File: src/logic/afb_pkg.sv
// Purpose: shared constants and types of the API response frame builder
// Assumes: byte offsets count from the start delimiter at offset 0
// Notes: offsets are 12 bits wide so a full frame fits the counter
package afb_pkg;
    typedef logic [11:0] afb_off_t;
    typedef enum logic [1:0] {
        AFB_KIND_RX = 2'h0,
        AFB_KIND_REM = 2'h1,
        AFB_KIND_LOC = 2'h2
    } afb_kind_t;
    typedef enum logic [3:0] {
        AFB_ST_IDLE = 4'h1,
        AFB_ST_HEAD = 4'h2,
        AFB_ST_BODY = 4'h4,
        AFB_ST_SUM = 4'h8
    } afb_state_t;
    localparam logic [7:0] DELIM = 8'h7e;
    localparam logic [7:0] TYPE_RX = 8'h80;
    localparam logic [7:0] TYPE_REM = 8'h87;
    localparam logic [7:0] TYPE_LOC = 8'h88;
    localparam logic [7:0] OPT_NONE = 8'h00;
    localparam logic [7:0] CSUM_BASE = 8'hff;
    localparam logic [7:0] STAT_ERR = 8'h01;
    localparam logic [7:0] REM_STAT_MAX = 8'h04;
    localparam logic [7:0] LOC_STAT_MAX = 8'h03;
    localparam afb_off_t OFF_DELIM = 12'h000;
    localparam afb_off_t OFF_LEN_MSB = 12'h001;
    localparam afb_off_t OFF_LEN_LSB = 12'h002;
    localparam afb_off_t OFF_TYPE = 12'h003;
    localparam afb_off_t OFF_ID = 12'h004;
    localparam afb_off_t OFF_RX_IP = 12'h008;
    localparam afb_off_t OFF_RX_RSSI = 12'h00c;
    localparam afb_off_t OFF_RX_OPT = 12'h00d;
    localparam afb_off_t OFF_RX_DATA = 12'h00e;
    localparam afb_off_t OFF_REM_ADDR = 12'h005;
    localparam afb_off_t OFF_REM_IP = 12'h009;
    localparam afb_off_t OFF_REM_CMD = 12'h00d;
    localparam afb_off_t OFF_REM_STAT = 12'h00f;
    localparam afb_off_t OFF_REM_DATA = 12'h010;
    localparam afb_off_t OFF_LOC_CMD = 12'h005;
    localparam afb_off_t OFF_LOC_STAT = 12'h007;
    localparam afb_off_t OFF_LOC_DATA = 12'h008;
    localparam afb_off_t IP_BYTES = 12'h004;
    localparam logic [10:0] MAX_RX_DATA = 11'h570;
    localparam int FIFO_DEPTH = 8;
endpackage

File: src/logic/afb_stream_if.sv
// Purpose: byte stream carrier between the framer and its payload fifo
// Assumes: valid/ready handshake, a byte moves when both are high
// Notes: none
`timescale 1ns/1ps
interface afb_stream_if #(parameter int W = 8);
    logic valid;
    logic ready;
    logic [W-1:0] data;
    modport src (output valid, output data, input ready);
    modport snk (input valid, input data, output ready);
endinterface

File: src/logic/afb_frame_builder.sv
// Purpose: builds receive, remote reply and local reply frames for the host link
// Assumes: caller gives a header request, then streams exactly REQ_LEN value bytes, or none for a non-query command reply or a refused request
// Notes: one accepted request makes one frame; multi-frame replies are several requests
`timescale 1ns/1ps
module afb_frame_builder #(
    parameter int FIFO_DEPTH = afb_pkg::FIFO_DEPTH
) (
    // clock and reset
    input wire logic CORE_CLK,
    input wire logic ARST_N,
    // frame request
    input wire logic REQ_VALID,
    output logic REQ_READY,
    output logic REQ_REJECT,
    input wire logic [1:0] REQ_KIND,
    input wire logic [7:0] REQ_FRAME_ID,
    input wire logic [31:0] REQ_IP,
    input wire logic [7:0] REQ_RSSI,
    input wire logic [15:0] REQ_CMD,
    input wire logic [7:0] REQ_STATUS,
    input wire logic REQ_QUERY,
    input wire logic [10:0] REQ_LEN,
    // payload or value bytes
    input wire logic PAY_VALID,
    output logic PAY_READY,
    input wire logic [7:0] PAY_DATA,
    // serial-side byte stream
    output logic TX_VALID,
    input wire logic TX_READY,
    output logic [7:0] TX_DATA,
    output logic TX_LAST
);
    afb_stream_if #(.W(8)) wr_s ();
    afb_stream_if #(.W(8)) rd_s ();

    afb_pkg::afb_state_t state;
    afb_pkg::afb_kind_t kind;
    logic [7:0] frame_id;
    logic [31:0] ip;
    logic [7:0] rssi;
    logic [15:0] cmd;
    logic [7:0] status;
    logic [10:0] rem;
    logic [15:0] flen;
    afb_pkg::afb_off_t pos;
    afb_pkg::afb_off_t data_off;
    afb_pkg::afb_off_t out_off;
    logic [7:0] sum;
    logic [7:0] hdr;
    logic out_free;
    logic emit;
    logic [7:0] emit_byte;
    logic req_take;
    logic too_long;
    logic [10:0] eff_len;
    afb_pkg::afb_off_t req_doff;

    assign wr_s.valid = PAY_VALID;
    assign wr_s.data = PAY_DATA;
    assign PAY_READY = wr_s.ready;

    afb_fifo #(.W(8), .DEPTH(FIFO_DEPTH)) u_fifo (
        .clk(CORE_CLK),
        .arst_n(ARST_N),
        .wr(wr_s),
        .rd(rd_s)
    );

    // byte of a 32-bit address, high byte first from base
    function automatic logic [7:0] ip_byte(input logic [31:0] a, input afb_pkg::afb_off_t o,
                                           input afb_pkg::afb_off_t base);
        logic [1:0] i;
        i = 2'(o - base);
        ip_byte = a[8'(31 - 8 * i) -: 8];
    endfunction

    // status outside the documented range reports general error
    function automatic logic [7:0] clamp_stat(input logic [7:0] s, input logic [7:0] mx);
        clamp_stat = (s > mx) ? afb_pkg::STAT_ERR : s;
    endfunction

    assign out_free = !TX_VALID || TX_READY;
    assign req_take = REQ_VALID && REQ_READY;
    assign too_long = (afb_pkg::afb_kind_t'(REQ_KIND) == afb_pkg::AFB_KIND_RX) &&
                      (REQ_LEN > afb_pkg::MAX_RX_DATA);

    always_comb begin
        case (afb_pkg::afb_kind_t'(REQ_KIND))
            afb_pkg::AFB_KIND_RX: req_doff = afb_pkg::OFF_RX_DATA;
            afb_pkg::AFB_KIND_REM: req_doff = afb_pkg::OFF_REM_DATA;
            default: req_doff = afb_pkg::OFF_LOC_DATA;
        endcase
        // value bytes only for queries on command replies
        if (afb_pkg::afb_kind_t'(REQ_KIND) != afb_pkg::AFB_KIND_RX && !REQ_QUERY) begin
            eff_len = '0;
        end else begin
            eff_len = REQ_LEN;
        end
    end

    // header byte at the current offset
    always_comb begin
        hdr = 8'h00;
        if (pos == afb_pkg::OFF_DELIM) begin
            hdr = afb_pkg::DELIM;
        end else if (pos == afb_pkg::OFF_LEN_MSB) begin
            hdr = flen[15:8];
        end else if (pos == afb_pkg::OFF_LEN_LSB) begin
            hdr = flen[7:0];
        end else if (pos == afb_pkg::OFF_TYPE) begin
            case (kind)
                afb_pkg::AFB_KIND_RX: hdr = afb_pkg::TYPE_RX;
                afb_pkg::AFB_KIND_REM: hdr = afb_pkg::TYPE_REM;
                default: hdr = afb_pkg::TYPE_LOC;
            endcase
        end else begin
            case (kind)
                afb_pkg::AFB_KIND_RX: begin
                    if (pos >= afb_pkg::OFF_RX_IP && pos < afb_pkg::OFF_RX_RSSI) begin
                        hdr = ip_byte(ip, pos, afb_pkg::OFF_RX_IP);
                    end else if (pos == afb_pkg::OFF_RX_RSSI) begin
                        hdr = rssi;
                    end else if (pos == afb_pkg::OFF_RX_OPT) begin
                        hdr = afb_pkg::OPT_NONE;
                    end
                end
                afb_pkg::AFB_KIND_REM: begin
                    if (pos == afb_pkg::OFF_ID) begin
                        hdr = frame_id;
                    end else if (pos >= afb_pkg::OFF_REM_IP && pos < afb_pkg::OFF_REM_CMD) begin
                        hdr = ip_byte(ip, pos, afb_pkg::OFF_REM_IP);
                    end else if (pos == afb_pkg::OFF_REM_CMD) begin
                        hdr = cmd[15:8];
                    end else if (pos == afb_pkg::OFF_REM_CMD + 12'h001) begin
                        hdr = cmd[7:0];
                    end else if (pos == afb_pkg::OFF_REM_STAT) begin
                        hdr = status;
                    end
                end
                default: begin
                    if (pos == afb_pkg::OFF_ID) begin
                        hdr = frame_id;
                    end else if (pos == afb_pkg::OFF_LOC_CMD) begin
                        hdr = cmd[15:8];
                    end else if (pos == afb_pkg::OFF_LOC_CMD + 12'h001) begin
                        hdr = cmd[7:0];
                    end else if (pos == afb_pkg::OFF_LOC_STAT) begin
                        hdr = status;
                    end
                end
            endcase
        end
    end

    always_comb begin
        emit = 1'b0;
        emit_byte = hdr;
        rd_s.ready = 1'b0;
        case (state)
            afb_pkg::AFB_ST_HEAD: emit = out_free;
            afb_pkg::AFB_ST_BODY: begin
                rd_s.ready = out_free;
                emit = out_free && rd_s.valid;
                emit_byte = rd_s.data;
            end
            afb_pkg::AFB_ST_SUM: begin
                emit = out_free;
                emit_byte = afb_pkg::CSUM_BASE - sum;
            end
            default: emit = 1'b0;
        endcase
    end

    // request capture
    always_ff @(posedge CORE_CLK or negedge ARST_N) begin
        if (!ARST_N) begin
            kind <= afb_pkg::AFB_KIND_RX;
            frame_id <= 8'h00;
            ip <= 32'h0000_0000;
            rssi <= 8'h00;
            cmd <= 16'h0000;
            status <= 8'h00;
            data_off <= afb_pkg::OFF_RX_DATA;
            flen <= 16'h0000;
        end else if (req_take && !too_long) begin
            kind <= afb_pkg::afb_kind_t'(REQ_KIND);
            frame_id <= REQ_FRAME_ID;
            ip <= REQ_IP;
            rssi <= REQ_RSSI;
            cmd <= REQ_CMD;
            status <= clamp_stat(REQ_STATUS, (afb_pkg::afb_kind_t'(REQ_KIND) == afb_pkg::AFB_KIND_REM) ?
                                 afb_pkg::REM_STAT_MAX : afb_pkg::LOC_STAT_MAX);
            data_off <= req_doff;
            flen <= 16'(req_doff - afb_pkg::OFF_TYPE) + {5'h00, eff_len};
        end
    end

    // sequencing
    always_ff @(posedge CORE_CLK or negedge ARST_N) begin
        if (!ARST_N) begin
            state <= afb_pkg::AFB_ST_IDLE;
            REQ_READY <= 1'b0;
            REQ_REJECT <= 1'b0;
            pos <= afb_pkg::OFF_DELIM;
            rem <= '0;
        end else begin
            REQ_REJECT <= req_take && too_long;
            case (state)
                afb_pkg::AFB_ST_IDLE: begin
                    REQ_READY <= 1'b1;
                    if (req_take && !too_long) begin
                        REQ_READY <= 1'b0;
                        state <= afb_pkg::AFB_ST_HEAD;
                        pos <= afb_pkg::OFF_DELIM;
                        rem <= eff_len;
                    end
                end
                afb_pkg::AFB_ST_HEAD: begin
                    if (emit) begin
                        pos <= pos + 12'h001;
                        if (pos == data_off - 12'h001) begin
                            state <= (rem == '0) ? afb_pkg::AFB_ST_SUM : afb_pkg::AFB_ST_BODY;
                        end
                    end
                end
                afb_pkg::AFB_ST_BODY: begin
                    if (emit) begin
                        pos <= pos + 12'h001;
                        rem <= rem - 11'h001;
                        if (rem == 11'h001) begin
                            state <= afb_pkg::AFB_ST_SUM;
                        end
                    end
                end
                afb_pkg::AFB_ST_SUM: begin
                    if (emit) begin
                        state <= afb_pkg::AFB_ST_IDLE;
                        REQ_READY <= 1'b1;
                    end
                end
                default: state <= afb_pkg::AFB_ST_IDLE;
            endcase
        end
    end

    // checksum over type byte onward
    always_ff @(posedge CORE_CLK or negedge ARST_N) begin
        if (!ARST_N) begin
            sum <= 8'h00;
        end else if (emit && state == afb_pkg::AFB_ST_HEAD && pos == afb_pkg::OFF_DELIM) begin
            // clear only once the previous checksum byte has left the output
            // register, so a stalled checksum byte still matches its sum
            sum <= 8'h00;
        end else if (emit && state != afb_pkg::AFB_ST_SUM && pos >= afb_pkg::OFF_TYPE) begin
            sum <= sum + emit_byte;
        end
    end

    // output register
    always_ff @(posedge CORE_CLK or negedge ARST_N) begin
        if (!ARST_N) begin
            TX_VALID <= 1'b0;
            TX_DATA <= 8'h00;
            TX_LAST <= 1'b0;
            out_off <= afb_pkg::OFF_DELIM;
        end else if (emit) begin
            TX_VALID <= 1'b1;
            TX_DATA <= emit_byte;
            TX_LAST <= state == afb_pkg::AFB_ST_SUM;
            out_off <= pos;
        end else if (TX_READY) begin
            TX_VALID <= 1'b0;
            TX_LAST <= 1'b0;
        end
    end

    // frame content and hold checks at the output register, oversize refusal check and coverage
    AST_DELIM: assert property (@(posedge CORE_CLK) disable iff (!ARST_N)
        TX_VALID && !TX_LAST && out_off == afb_pkg::OFF_DELIM |-> TX_DATA == afb_pkg::DELIM)
        else $error("delimiter byte wrong");
    AST_RX_TYPE: assert property (@(posedge CORE_CLK) disable iff (!ARST_N)
        TX_VALID && !TX_LAST && out_off == afb_pkg::OFF_TYPE && kind == afb_pkg::AFB_KIND_RX
        |-> TX_DATA == afb_pkg::TYPE_RX)
        else $error("receive type byte wrong");
    AST_RX_ADDR_HIGH: assert property (@(posedge CORE_CLK) disable iff (!ARST_N)
        TX_VALID && !TX_LAST && kind == afb_pkg::AFB_KIND_RX && out_off >= afb_pkg::OFF_ID &&
        out_off < afb_pkg::OFF_RX_IP |-> TX_DATA == 8'h00)
        else $error("upper address byte not zero");
    AST_RX_RSSI: assert property (@(posedge CORE_CLK) disable iff (!ARST_N)
        TX_VALID && !TX_LAST && kind == afb_pkg::AFB_KIND_RX && out_off == afb_pkg::OFF_RX_RSSI
        |-> TX_DATA == rssi)
        else $error("margin byte wrong");
    AST_RX_OPT: assert property (@(posedge CORE_CLK) disable iff (!ARST_N)
        TX_VALID && !TX_LAST && kind == afb_pkg::AFB_KIND_RX && out_off == afb_pkg::OFF_RX_OPT
        |-> TX_DATA == afb_pkg::OPT_NONE)
        else $error("options byte not zero");
    AST_RX_LIMIT: assert property (@(posedge CORE_CLK) disable iff (!ARST_N)
        REQ_VALID && REQ_READY && REQ_KIND == 2'h0 && REQ_LEN > afb_pkg::MAX_RX_DATA
        |=> REQ_REJECT && state == afb_pkg::AFB_ST_IDLE)
        else $error("oversize payload not refused");
    AST_REM_TYPE: assert property (@(posedge CORE_CLK) disable iff (!ARST_N)
        TX_VALID && !TX_LAST && out_off == afb_pkg::OFF_TYPE && kind == afb_pkg::AFB_KIND_REM
        |-> TX_DATA == afb_pkg::TYPE_REM)
        else $error("remote type byte wrong");
    AST_REM_CMD: assert property (@(posedge CORE_CLK) disable iff (!ARST_N)
        TX_VALID && !TX_LAST && kind == afb_pkg::AFB_KIND_REM && out_off == afb_pkg::OFF_REM_CMD
        |-> TX_DATA == cmd[15:8])
        else $error("remote command byte wrong");
    AST_REM_STAT: assert property (@(posedge CORE_CLK) disable iff (!ARST_N)
        TX_VALID && !TX_LAST && kind == afb_pkg::AFB_KIND_REM && out_off == afb_pkg::OFF_REM_STAT
        |-> TX_DATA <= afb_pkg::REM_STAT_MAX)
        else $error("remote result out of range");
    AST_LOC_TYPE: assert property (@(posedge CORE_CLK) disable iff (!ARST_N)
        TX_VALID && !TX_LAST && out_off == afb_pkg::OFF_TYPE && kind == afb_pkg::AFB_KIND_LOC
        |-> TX_DATA == afb_pkg::TYPE_LOC)
        else $error("local type byte wrong");
    AST_CSUM: assert property (@(posedge CORE_CLK) disable iff (!ARST_N)
        TX_VALID && TX_LAST |-> TX_DATA == 8'(afb_pkg::CSUM_BASE - sum))
        else $error("checksum wrong");
    AST_HOLD: assert property (@(posedge CORE_CLK) disable iff (!ARST_N)
        TX_VALID && !TX_READY |=> TX_VALID && $stable(TX_DATA) && $stable(TX_LAST))
        else $error("byte changed while stalled");
    COV_RX: cover property (@(posedge CORE_CLK) disable iff (!ARST_N)
        TX_VALID && TX_LAST && kind == afb_pkg::AFB_KIND_RX);
    COV_REM_QUERY: cover property (@(posedge CORE_CLK) disable iff (!ARST_N)
        TX_VALID && TX_LAST && kind == afb_pkg::AFB_KIND_REM && out_off > afb_pkg::OFF_REM_DATA);
    COV_LOC_SET: cover property (@(posedge CORE_CLK) disable iff (!ARST_N)
        TX_VALID && TX_LAST && kind == afb_pkg::AFB_KIND_LOC && out_off == afb_pkg::OFF_LOC_DATA);
    COV_REJECT: cover property (@(posedge CORE_CLK) disable iff (!ARST_N) REQ_REJECT);
endmodule

File: src/logic/afb_fifo.sv
// Purpose: payload fifo with registered read data
// Assumes: one clock, asynchronous active-low reset
// Notes: ready on the write side is a flop, so it looks one cycle ahead
`timescale 1ns/1ps
module afb_fifo #(
    parameter int W = 8,
    parameter int DEPTH = 8
) (
    // clock and reset
    input wire logic clk,
    input wire logic arst_n,
    // streams
    afb_stream_if.snk wr,
    afb_stream_if.src rd
);
    localparam int AW = $clog2(DEPTH);
    logic [W-1:0] mem [DEPTH];
    logic [AW-1:0] wp;
    logic [AW-1:0] rp;
    logic [AW:0] cnt;
    logic [AW:0] next_cnt;
    logic in_rdy;
    logic out_vld;
    logic [W-1:0] out_dat;
    logic push;
    logic pop;

    assign wr.ready = in_rdy;
    assign rd.valid = out_vld;
    assign rd.data = out_dat;
    assign push = wr.valid && in_rdy;
    // refill the output register from storage
    assign pop = (cnt != '0) && (!out_vld || rd.ready);

    always_comb begin
        next_cnt = cnt;
        if (push && !pop) begin
            next_cnt = cnt + 1'b1;
        end else if (pop && !push) begin
            next_cnt = cnt - 1'b1;
        end
    end

    always_ff @(posedge clk or negedge arst_n) begin
        if (!arst_n) begin
            cnt <= '0;
            in_rdy <= 1'b0;
            wp <= '0;
            rp <= '0;
        end else begin
            cnt <= next_cnt;
            in_rdy <= next_cnt < (AW+1)'(DEPTH);
            if (push) begin
                wp <= (wp == AW'(DEPTH-1)) ? '0 : wp + 1'b1;
            end
            if (pop) begin
                rp <= (rp == AW'(DEPTH-1)) ? '0 : rp + 1'b1;
            end
        end
    end

    always_ff @(posedge clk) begin
        if (push) begin
            mem[wp] <= wr.data;
        end
    end

    always_ff @(posedge clk or negedge arst_n) begin
        if (!arst_n) begin
            out_vld <= 1'b0;
            out_dat <= '0;
        end else if (pop) begin
            out_vld <= 1'b1;
            out_dat <= mem[rp];
        end else if (rd.ready) begin
            out_vld <= 1'b0;
        end
    end
endmodule

File: config.mk
export PLATFORM = sky130hd
export DESIGN_NAME = afb_frame_builder
export DESIGN_NICKNAME = d
export VERILOG_FILES = /design/src/logic/afb_pkg.sv /design/src/logic/afb_stream_if.sv /design/src/logic/afb_frame_builder.sv /design/src/logic/afb_fifo.sv
export SDC_FILE = /design/constraint.sdc
export NUM_CORES = 1
export LEC_CHECK = 0
export ABC_AREA = 0
export ABC_CLOCK_PERIOD_IN_PS = 5790
export BUFFER_PORTS_ARGS = -buffer_cell sky130_fd_sc_hd__buf_2
export CORE_AREA = 2 2 143 145
export CTS_CLUSTER_SIZE = 12
export DETAILED_ROUTE_END_ITERATION = 10
export DIE_AREA = 0 0 145 147
export PLACE_DENSITY_LB_ADDON = 0.3
export SLEW_MARGIN = 15
export SYNTH_ARGS = -nofsm -noshare
export SYNTH_HDL_FRONTEND = slang
export SYNTH_SLANG_ARGS = --single-unit
File: constraint.sdc
create_clock -name CORE_CLK -period 5.79 [get_ports CORE_CLK]
set_input_delay 0.579 -clock CORE_CLK [delete_from_list [all_inputs] [get_ports CORE_CLK]]
set_output_delay 0.579 -clock CORE_CLK [all_outputs]
set_load 0.005 [all_outputs]
# Word-level counts from Yosys, hierarchy flattened

Memory sizes are Yosys's and may differ from the RTL's. A register that Yosys moved wholly into a read port is not among the register bits.
Cells that the tools add are included.

Memories kept: 1
Input bits: 99
Bits in registers: 161
Word-level logic and storage cells: 174
RAM bits: 64

Reduce and logical (&&, ||, !) cells: 43
Magnitude comparators: 8
Equality and inequality tests: 29
$add $sub $neg: 15
Shifts and indexed selects: 2
Mux-type cells: 54

Memory list:

| memory     | depth | bits a word | read ports | clocked after memory_dff | wr ports | line           | text |
|---|---|---|---|---|---|---|---|
| u_fifo.mem | 8     | 8           | 1          | 1                        | 1        | afb_fifo.sv:17 | `logic [W-1:0] mem [DEPTH];` |

Operators by type and width:

| kind                  | number |
|---|---|
| $mux 8                | 18 |
| $shiftx 39x9->8       | 2 |
| $eq 12x3->1 const B   | 4 |
| $eq 12x4->1 const B   | 4 |
| $mux 4                | 9 |
| $mux 11               | 3 |
| $pmux 8 s2            | 2 |
| $eq 12x2->1 const B   | 2 |
| $ge 12x4->1 const B   | 2 |
| $lt 12x4->1 const B   | 2 |
| $mux 12               | 2 |
| $pmux 12 s2           | 1 |
| $pmux 11 s2           | 1 |
| $logic_and 1x1->1     | 16 |
| $pmux 4 s4            | 1 |
| $reduce_bool 2->1     | 7 |
| $add 6x12->13         | 1 |
| $add 12x1->12 const B | 1 |
| $eq 12x1->1 const B   | 1 |
| $eq 12x12->1          | 1 |
| $ge 12x2->1 const B   | 1 |
| $logic_not 12->1      | 1 |
| $ne 2x2->1 const B    | 6 |
| $sub 12x1->12 const B | 1 |
| 35 further kinds      | 62 |

# Logic depth before layout (Yosys ltp)

Depth in word-level cells: 15
Gate-level depth with buffers: 22
Gate-level depth less buffers: 19

# Hierarchy

From an unflattened synthesis, not the netlist that was laid out.

Cell total of the unflattened synthesis: 1214
Area total of the unflattened synthesis: 11922.7 sq um

By module, submodules not included:

| module            | cells each | instances | area an instance (sq um) | seq. area each (sq um) |
|---|---|---|---|---|
| afb_frame_builder | 988        | 1         | 8398.1                   | 3432.0 |
| afb_fifo          | 226        | 1         | 3524.6                   | 2422.3 |

# Least setup slack after synthesis

OpenSTA, ideal clock, no wires.

Kind: flip-flop to flip-flop
Start: register pos[0]
End: register sum[7]
Path slack: 1.219 ns
Cell stages (with the launch flop): 22
Library setup time: 0.133 ns
Required time: 5.657 ns
Clock period less this slack: 4.571 ns
Arrival time: 4.438 ns
Path buffers: 3
Path through: dfrtp_1 buf_2 clkbuf_1 inv_1 ha_1 clkbuf_1 mux4_2 inv_1 o22ai_1 a32oi_1 a31oi_1 o2bb2ai_1 inv_1 ha_1 a21o_1 a21oi_1 nor2b_1 o21a_1 o41ai_1 or3b_1 a21oi_1 nand4b_1

Cells in the longest elaborated chain, start to end: 15
Elaborated cells on any way between the ends: 48

RTL lines:

| item                                                 | line                     | text |
|---|---|---|
| start: declaration                                   | afb_frame_builder.sv:45  | `afb_pkg::afb_off_t pos;` |
| start signal: assignment                             | afb_frame_builder.sv:204 | `pos <= afb_pkg::OFF_DELIM;` |
| start signal: assignment                             | afb_frame_builder.sv:214 | `pos <= afb_pkg::OFF_DELIM;` |
| start signal: assignment                             | afb_frame_builder.sv:220 | `pos <= pos + 12'h001;` |
| branches (longest 10 deep; another with $sub 5x5->6) | --                       |  |
| $mux 8 (*)                                           | afb_frame_builder.sv:104 | `if (pos == afb_pkg::OFF_DELIM) begin` |
| $pmux 8 s2 (*)                                       | afb_frame_builder.sv:159 | `case (state)` |
| via emit_byte[1]                                     | afb_frame_builder.sv:52  | `logic [7:0] emit_byte;` |
| $add 8x8->8 (*)                                      | afb_frame_builder.sv:255 | `sum <= sum + emit_byte;` |
| $mux 8 (*)                                           | afb_frame_builder.sv:254 | `end else if (emit && state != afb_pkg::AFB_ST_SUM && pos >= afb_pkg::OFF_TYPE) begin` |
| $mux 8 (*)                                           | afb_frame_builder.sv:250 | `end else if (emit && state == afb_pkg::AFB_ST_HEAD && pos == afb_pkg::OFF_DELIM) begin` |
| end signal: assignment                               | afb_frame_builder.sv:255 |  |
| end: declaration                                     | afb_frame_builder.sv:48  | `logic [7:0] sum;` |

Mark *: on every way through the listed nets, which the timed path passes. The select of a mux whose other input is x is not followed.
A chain may end at the register's enable or synchronous reset.

# Final worst setup path

Start: register pos[1]
End: register sum[7]

Same word-level chain as after synthesis.

==> flow_metrics.env <==
export IMPL_status="finished, final reports clean"
export IMPL_finalWeightedCongestion=0.937
export IMPL_synth_cells=1163
export IMPL_tritoncts_num_buffers=24
export IMPL_cts_sink_cnt=221
export IMPL_numPortBuffers=111
export IMPL_finalMaxSlewViolations=0
export IMPL_syn_area_um2=11700
export IMPL_postCtsSetupRepairBufs=0
export IMPL_half_perimeter_wire_length_after_placement_um=21100
export IMPL_crit_top_cell="inv_1"
export IMPL_switching_share_pct=35.9
export IMPL_setup_violations=0
export IMPL_crit_path_end="sum[7]$_DFFE_PN0P_"
export IMPL_worst_setup_slack_after_placement_ns=1.06
export IMPL_num_fill_cells=1517
export IMPL_crit_path_start_kind="flip-flop"
export IMPL_ff2ff_path_depth=18
export IMPL_initial_core_utilization_pct=58.9
export IMPL_cp_end_kind="flip-flop"
export IMPL_cell_internal_pwr_uw=3730
export IMPL_switchingPower_uw=2080
export IMPL_layout_drive_gt1_share_pct=17.5
export IMPL_min_period_over_period_pct=81.9
export IMPL_clk_root_buffer_cell="clkbuf_16"
export IMPL_synth_async_reset_ratio_pct=71.0
export IMPL_first_pass_grt_wire_length_um=48100
export IMPL_clkSlewWorstSetupHoldPaths_ns=0.06
export IMPL_crit_fanout=15
export IMPL_n_antenna_cell=0
export IMPL_finClkSkew_ns=0.0225
export IMPL_ff2ff_setup_slack_ns=1.05
export IMPL_crit_required_ns=6.19
export IMPL_drt_initial_drc_count=787
export IMPL_detail_route_antenna_nets=0
export IMPL_critical_path_slowest_cell="dfrtp_1"
export IMPL_drv_cap=0
export IMPL_antenna_found_initial=0
export IMPL_finalWirelength_um=29400
export IMPL_measured_slew_at_the_worst_slew_check_pin_ns=0.977
export IMPL_setup_tns_final_ns=0
export IMPL_rows=52
export IMPL_slew_headroom_pct=34.6
export IMPL_route_detailed_wl_per_inst_um=19.1
export IMPL_setup_repair_after_global_routing_missed_its_margin="false"
export IMPL_power_leakage_uw=0.00577
export IMPL_seqPwrFrac_pct=43.9
export IMPL_clk_network_pwr_share_pct=25.5
export IMPL_cp_startpoint="pos[1]$_DFFE_PN0P_"
export IMPL_hold_viol_final=0
export IMPL_timing_final_crit_period_ns=4.74
export IMPL_synth_seq_cells=221
export IMPL_remaining_drc_errors=0
export IMPL_pin_count=112
export IMPL_design_die_area_um2=21300
export IMPL_vdd_ir_drop_max_mv=0.284
export IMPL_regToRegEndpoint="sum[7]$_DFFE_PN0P_"
export IMPL_pwr_share_comb_pct=30.7
export IMPL_route_vias_total=9263
export IMPL_drt_pre_antenna_iters=7
export IMPL_ctsHtreeMaxLevel=1
export IMPL_postSynth_topFlopCell="dfrtp_1"
export IMPL_timing_setup_critical_path_class="reg -> reg"
export IMPL_core_ar_um2=19800
export IMPL_crit_reg2reg_launch="pos[1]$_DFFE_PN0P_"
export IMPL_first_global_vias=8972
export IMPL_critical_path_arrival_ns=5.14
export IMPL_clock_tree_buffer_depth=3
export IMPL_globalRoute_totalOverflow=0
export IMPL_clock_insertion_delay_worst_skew_ns=0.53
export IMPL_die_x_um=145
export IMPL_stage_delay_of_the_slowest_cell_on_the_critical_path_ns=0.76
export IMPL_synth_seq_area_share_pct=50.1
export IMPL_yosysWarnings=0
export IMPL_worstHoldPathType="in -> async"
export IMPL_cts_tree="done"
export IMPL_ff_latch_area_um2=5860
export IMPL_layout_nets=1395
export IMPL_detail_route_vias_per_cell=6.01
export IMPL_yosys_cell_types_count=73
export IMPL_avgSynthCellArea_um2=10.1
export IMPL_crit_chain="inv_1 -> ha_1 -> mux4_2 -> inv_1 -> o22ai_1 -> a32oi_1 -> a31oi_1 -> o2bb2ai_1 -> inv_1 -> ha_1 -> a21o_1 -> a21oi_1 -> nor2b_1 -> o21a_1 -> o41ai_1 -> or3b_1 -> a21oi_1 -> nand4b_1"
export IMPL_floorplan_die_height_um=147
export IMPL_power_density_nw_per_um2=439
export IMPL_pin_count_of_the_biggest_net_entering_global_routing=103
export IMPL_gr_usage_all_layers_pct=28.1
export IMPL_count_of_flip_flops_with_a_built_in_enable_after_synthesis=64
export IMPL_max_freq_mhz=211
export IMPL_finalWorstSetupSlack_ns=1.05
export IMPL_multi_input_comb_area_um2=5480
export IMPL_post_cts_hold_buffer_count=0
export IMPL_post_cts_resize_count=0
export IMPL_layout_area_overhead_vs_synth_pct=13.3
layout make-up:
class,count,area share (%)
Sequential cell,221,44.2
Clock buffer,37,5.20
Inverter,43,1.22
Clock inverter,7,0.548
Tap cell,270,2.55
Timing Repair Buffer,123,4.92
Multi-Input combinational cell,841,41.3
state kept, by name, indices dropped and copies added, names as in the netlist, 2 cells and up:
register        flops
TX_DATA             8
cmd                16
data_off            3
flen               13
frame_id            8
ip                 32
kind                2
pos                12
rem                11
rssi                8
state               4
status              8
sum                 8
u_fifo.cnt          4
u_fifo.mem         64
u_fifo.rd.data      8
u_fifo.rp           3
u_fifo.wp           3
Yosys cell counts, drive strengths merged, types with 7 or more instances:
library cell	count	area share (%)
nand2	257	8.2
dfrtp	154	33
o21ai	75	3.2
nor2	70	2.2
edfxtp	64	16
a21oi	57	2.4
clkbuf	46	1.5
inv	43	1.4
ha	40	4.3
mux4	32	6.2
nor3	22	1.0
buf	19	0.67
mux2	18	1.7
and2	15	0.80
nand3	15	0.64
nor2b	14	0.75
nand2b	13	0.70
xor2	13	0.97
a22o	12	0.90
and3	12	0.64
mux2i	11	0.94
nand4	11	0.59
o31ai	10	0.64
xnor2	10	0.75
a22oi	9	0.58
a31oi	9	0.48
o22ai	9	0.48
a211oi	7	0.49
or3	7	0.37
worst min path at each step:
stage                                   from                     to  slack (ns)
after global routing                  ARST_N     cmd[6]$_DFFE_PN0P_        0.22
after floorplan                       ARST_N  REQ_READY$_DFFE_PN0P_        0.28
after detailed placement  cmd[5]$_DFFE_PN0P_     cmd[5]$_DFFE_PN0P_        0.46
final                                 ARST_N     cmd[6]$_DFFE_PN0P_        0.13
after global placement    cmd[5]$_DFFE_PN0P_     cmd[5]$_DFFE_PN0P_        0.45
after CTS                             ARST_N     cmd[6]$_DFFE_PN0P_        0.21
power by group through the flow:
| stage | registers, µW | clock network [µW] | logic, µW |
|---|---|---|---|
| after detailed placement | 2560 | 0 | 1770 |
| after global placement | 2560 | 0 | 1710 |
| after global routing | 2610 | 1560 | 2000 |
| after floorplan | 2300 | 0 | 1420 |
| after CTS | 2540 | 1500 | 1780 |
| final | 2550 | 1480 | 1780 |
layer usage:
layer  global-route usage, %  part of all wire, %  vias up
met5                       0                    0        -
met4                    7.48                  2.5        0
met3                    3.11                  6.5       65
met2                    45.7                   47      344
met1                    40.8                   44     4546
li1                        -                    -     4308
per-stage QoR:
step | instances | utilization [%] | instance area, µm² | power [µW] | hold slack, ns
2_1_floorplan | 1170 | - | 11700 | 3720 | 0.283
3_3_place_gp | 1498 | 62.9 | 12500 | 4270 | 0.454
3_5_place_dp | 1498 | 62.9 | 12500 | 4340 | 0.460
4_1_cts | 1542 | 66.7 | 13200 | 5830 | 0.210
5_1_grt | 1542 | 66.7 | 13200 | 6170 | 0.222
6_report | 1542 | 66.7 | 13200 | 5810 | 0.128
cell families (layout without fill, tap and decap cells):
| logic type | after synthesis | after routing | synth area share (%) |
|---|---|---|---|
| other cells | 1 | 8 | 0.0321 |
| fa+ha+maj | 42 | 42 | 4.62 |
| flops | 221 | 221 | 50.1 |
| simple gates | 466 | 466 | 18.1 |
| compound gates | 241 | 241 | 13.1 |
| buf+inv | 108 | 210 | 3.53 |
| xor+xnor | 23 | 23 | 1.72 |
| mux | 61 | 61 | 8.84 |
critical path, delay by kind of cell, from the launching register on:
family	cells	cell delay, ns
muxes	1	0.37
DFF	1	0.76
AOI/OAI and AO/OA	9	1.84
and+or+nand+nor	3	0.44
buffers and inverters	3	0.36
adders and majority gates	2	0.83
layout by cell type (no fill, tap or decap), drive strengths merged, types with 13 or more instances in the layout:
master,count
nand2,257
dfrtp,154
o21ai,75
nor2b,14
ha,40
buf,123
a21oi,57
xor2,13
nor3,22
inv,43
and2,15
nand3,15
clkbuf,37
mux2,18
edfxtp,64
mux4,32
nor2,70
nand2b,13
Power figures use the tool's default switching activity.
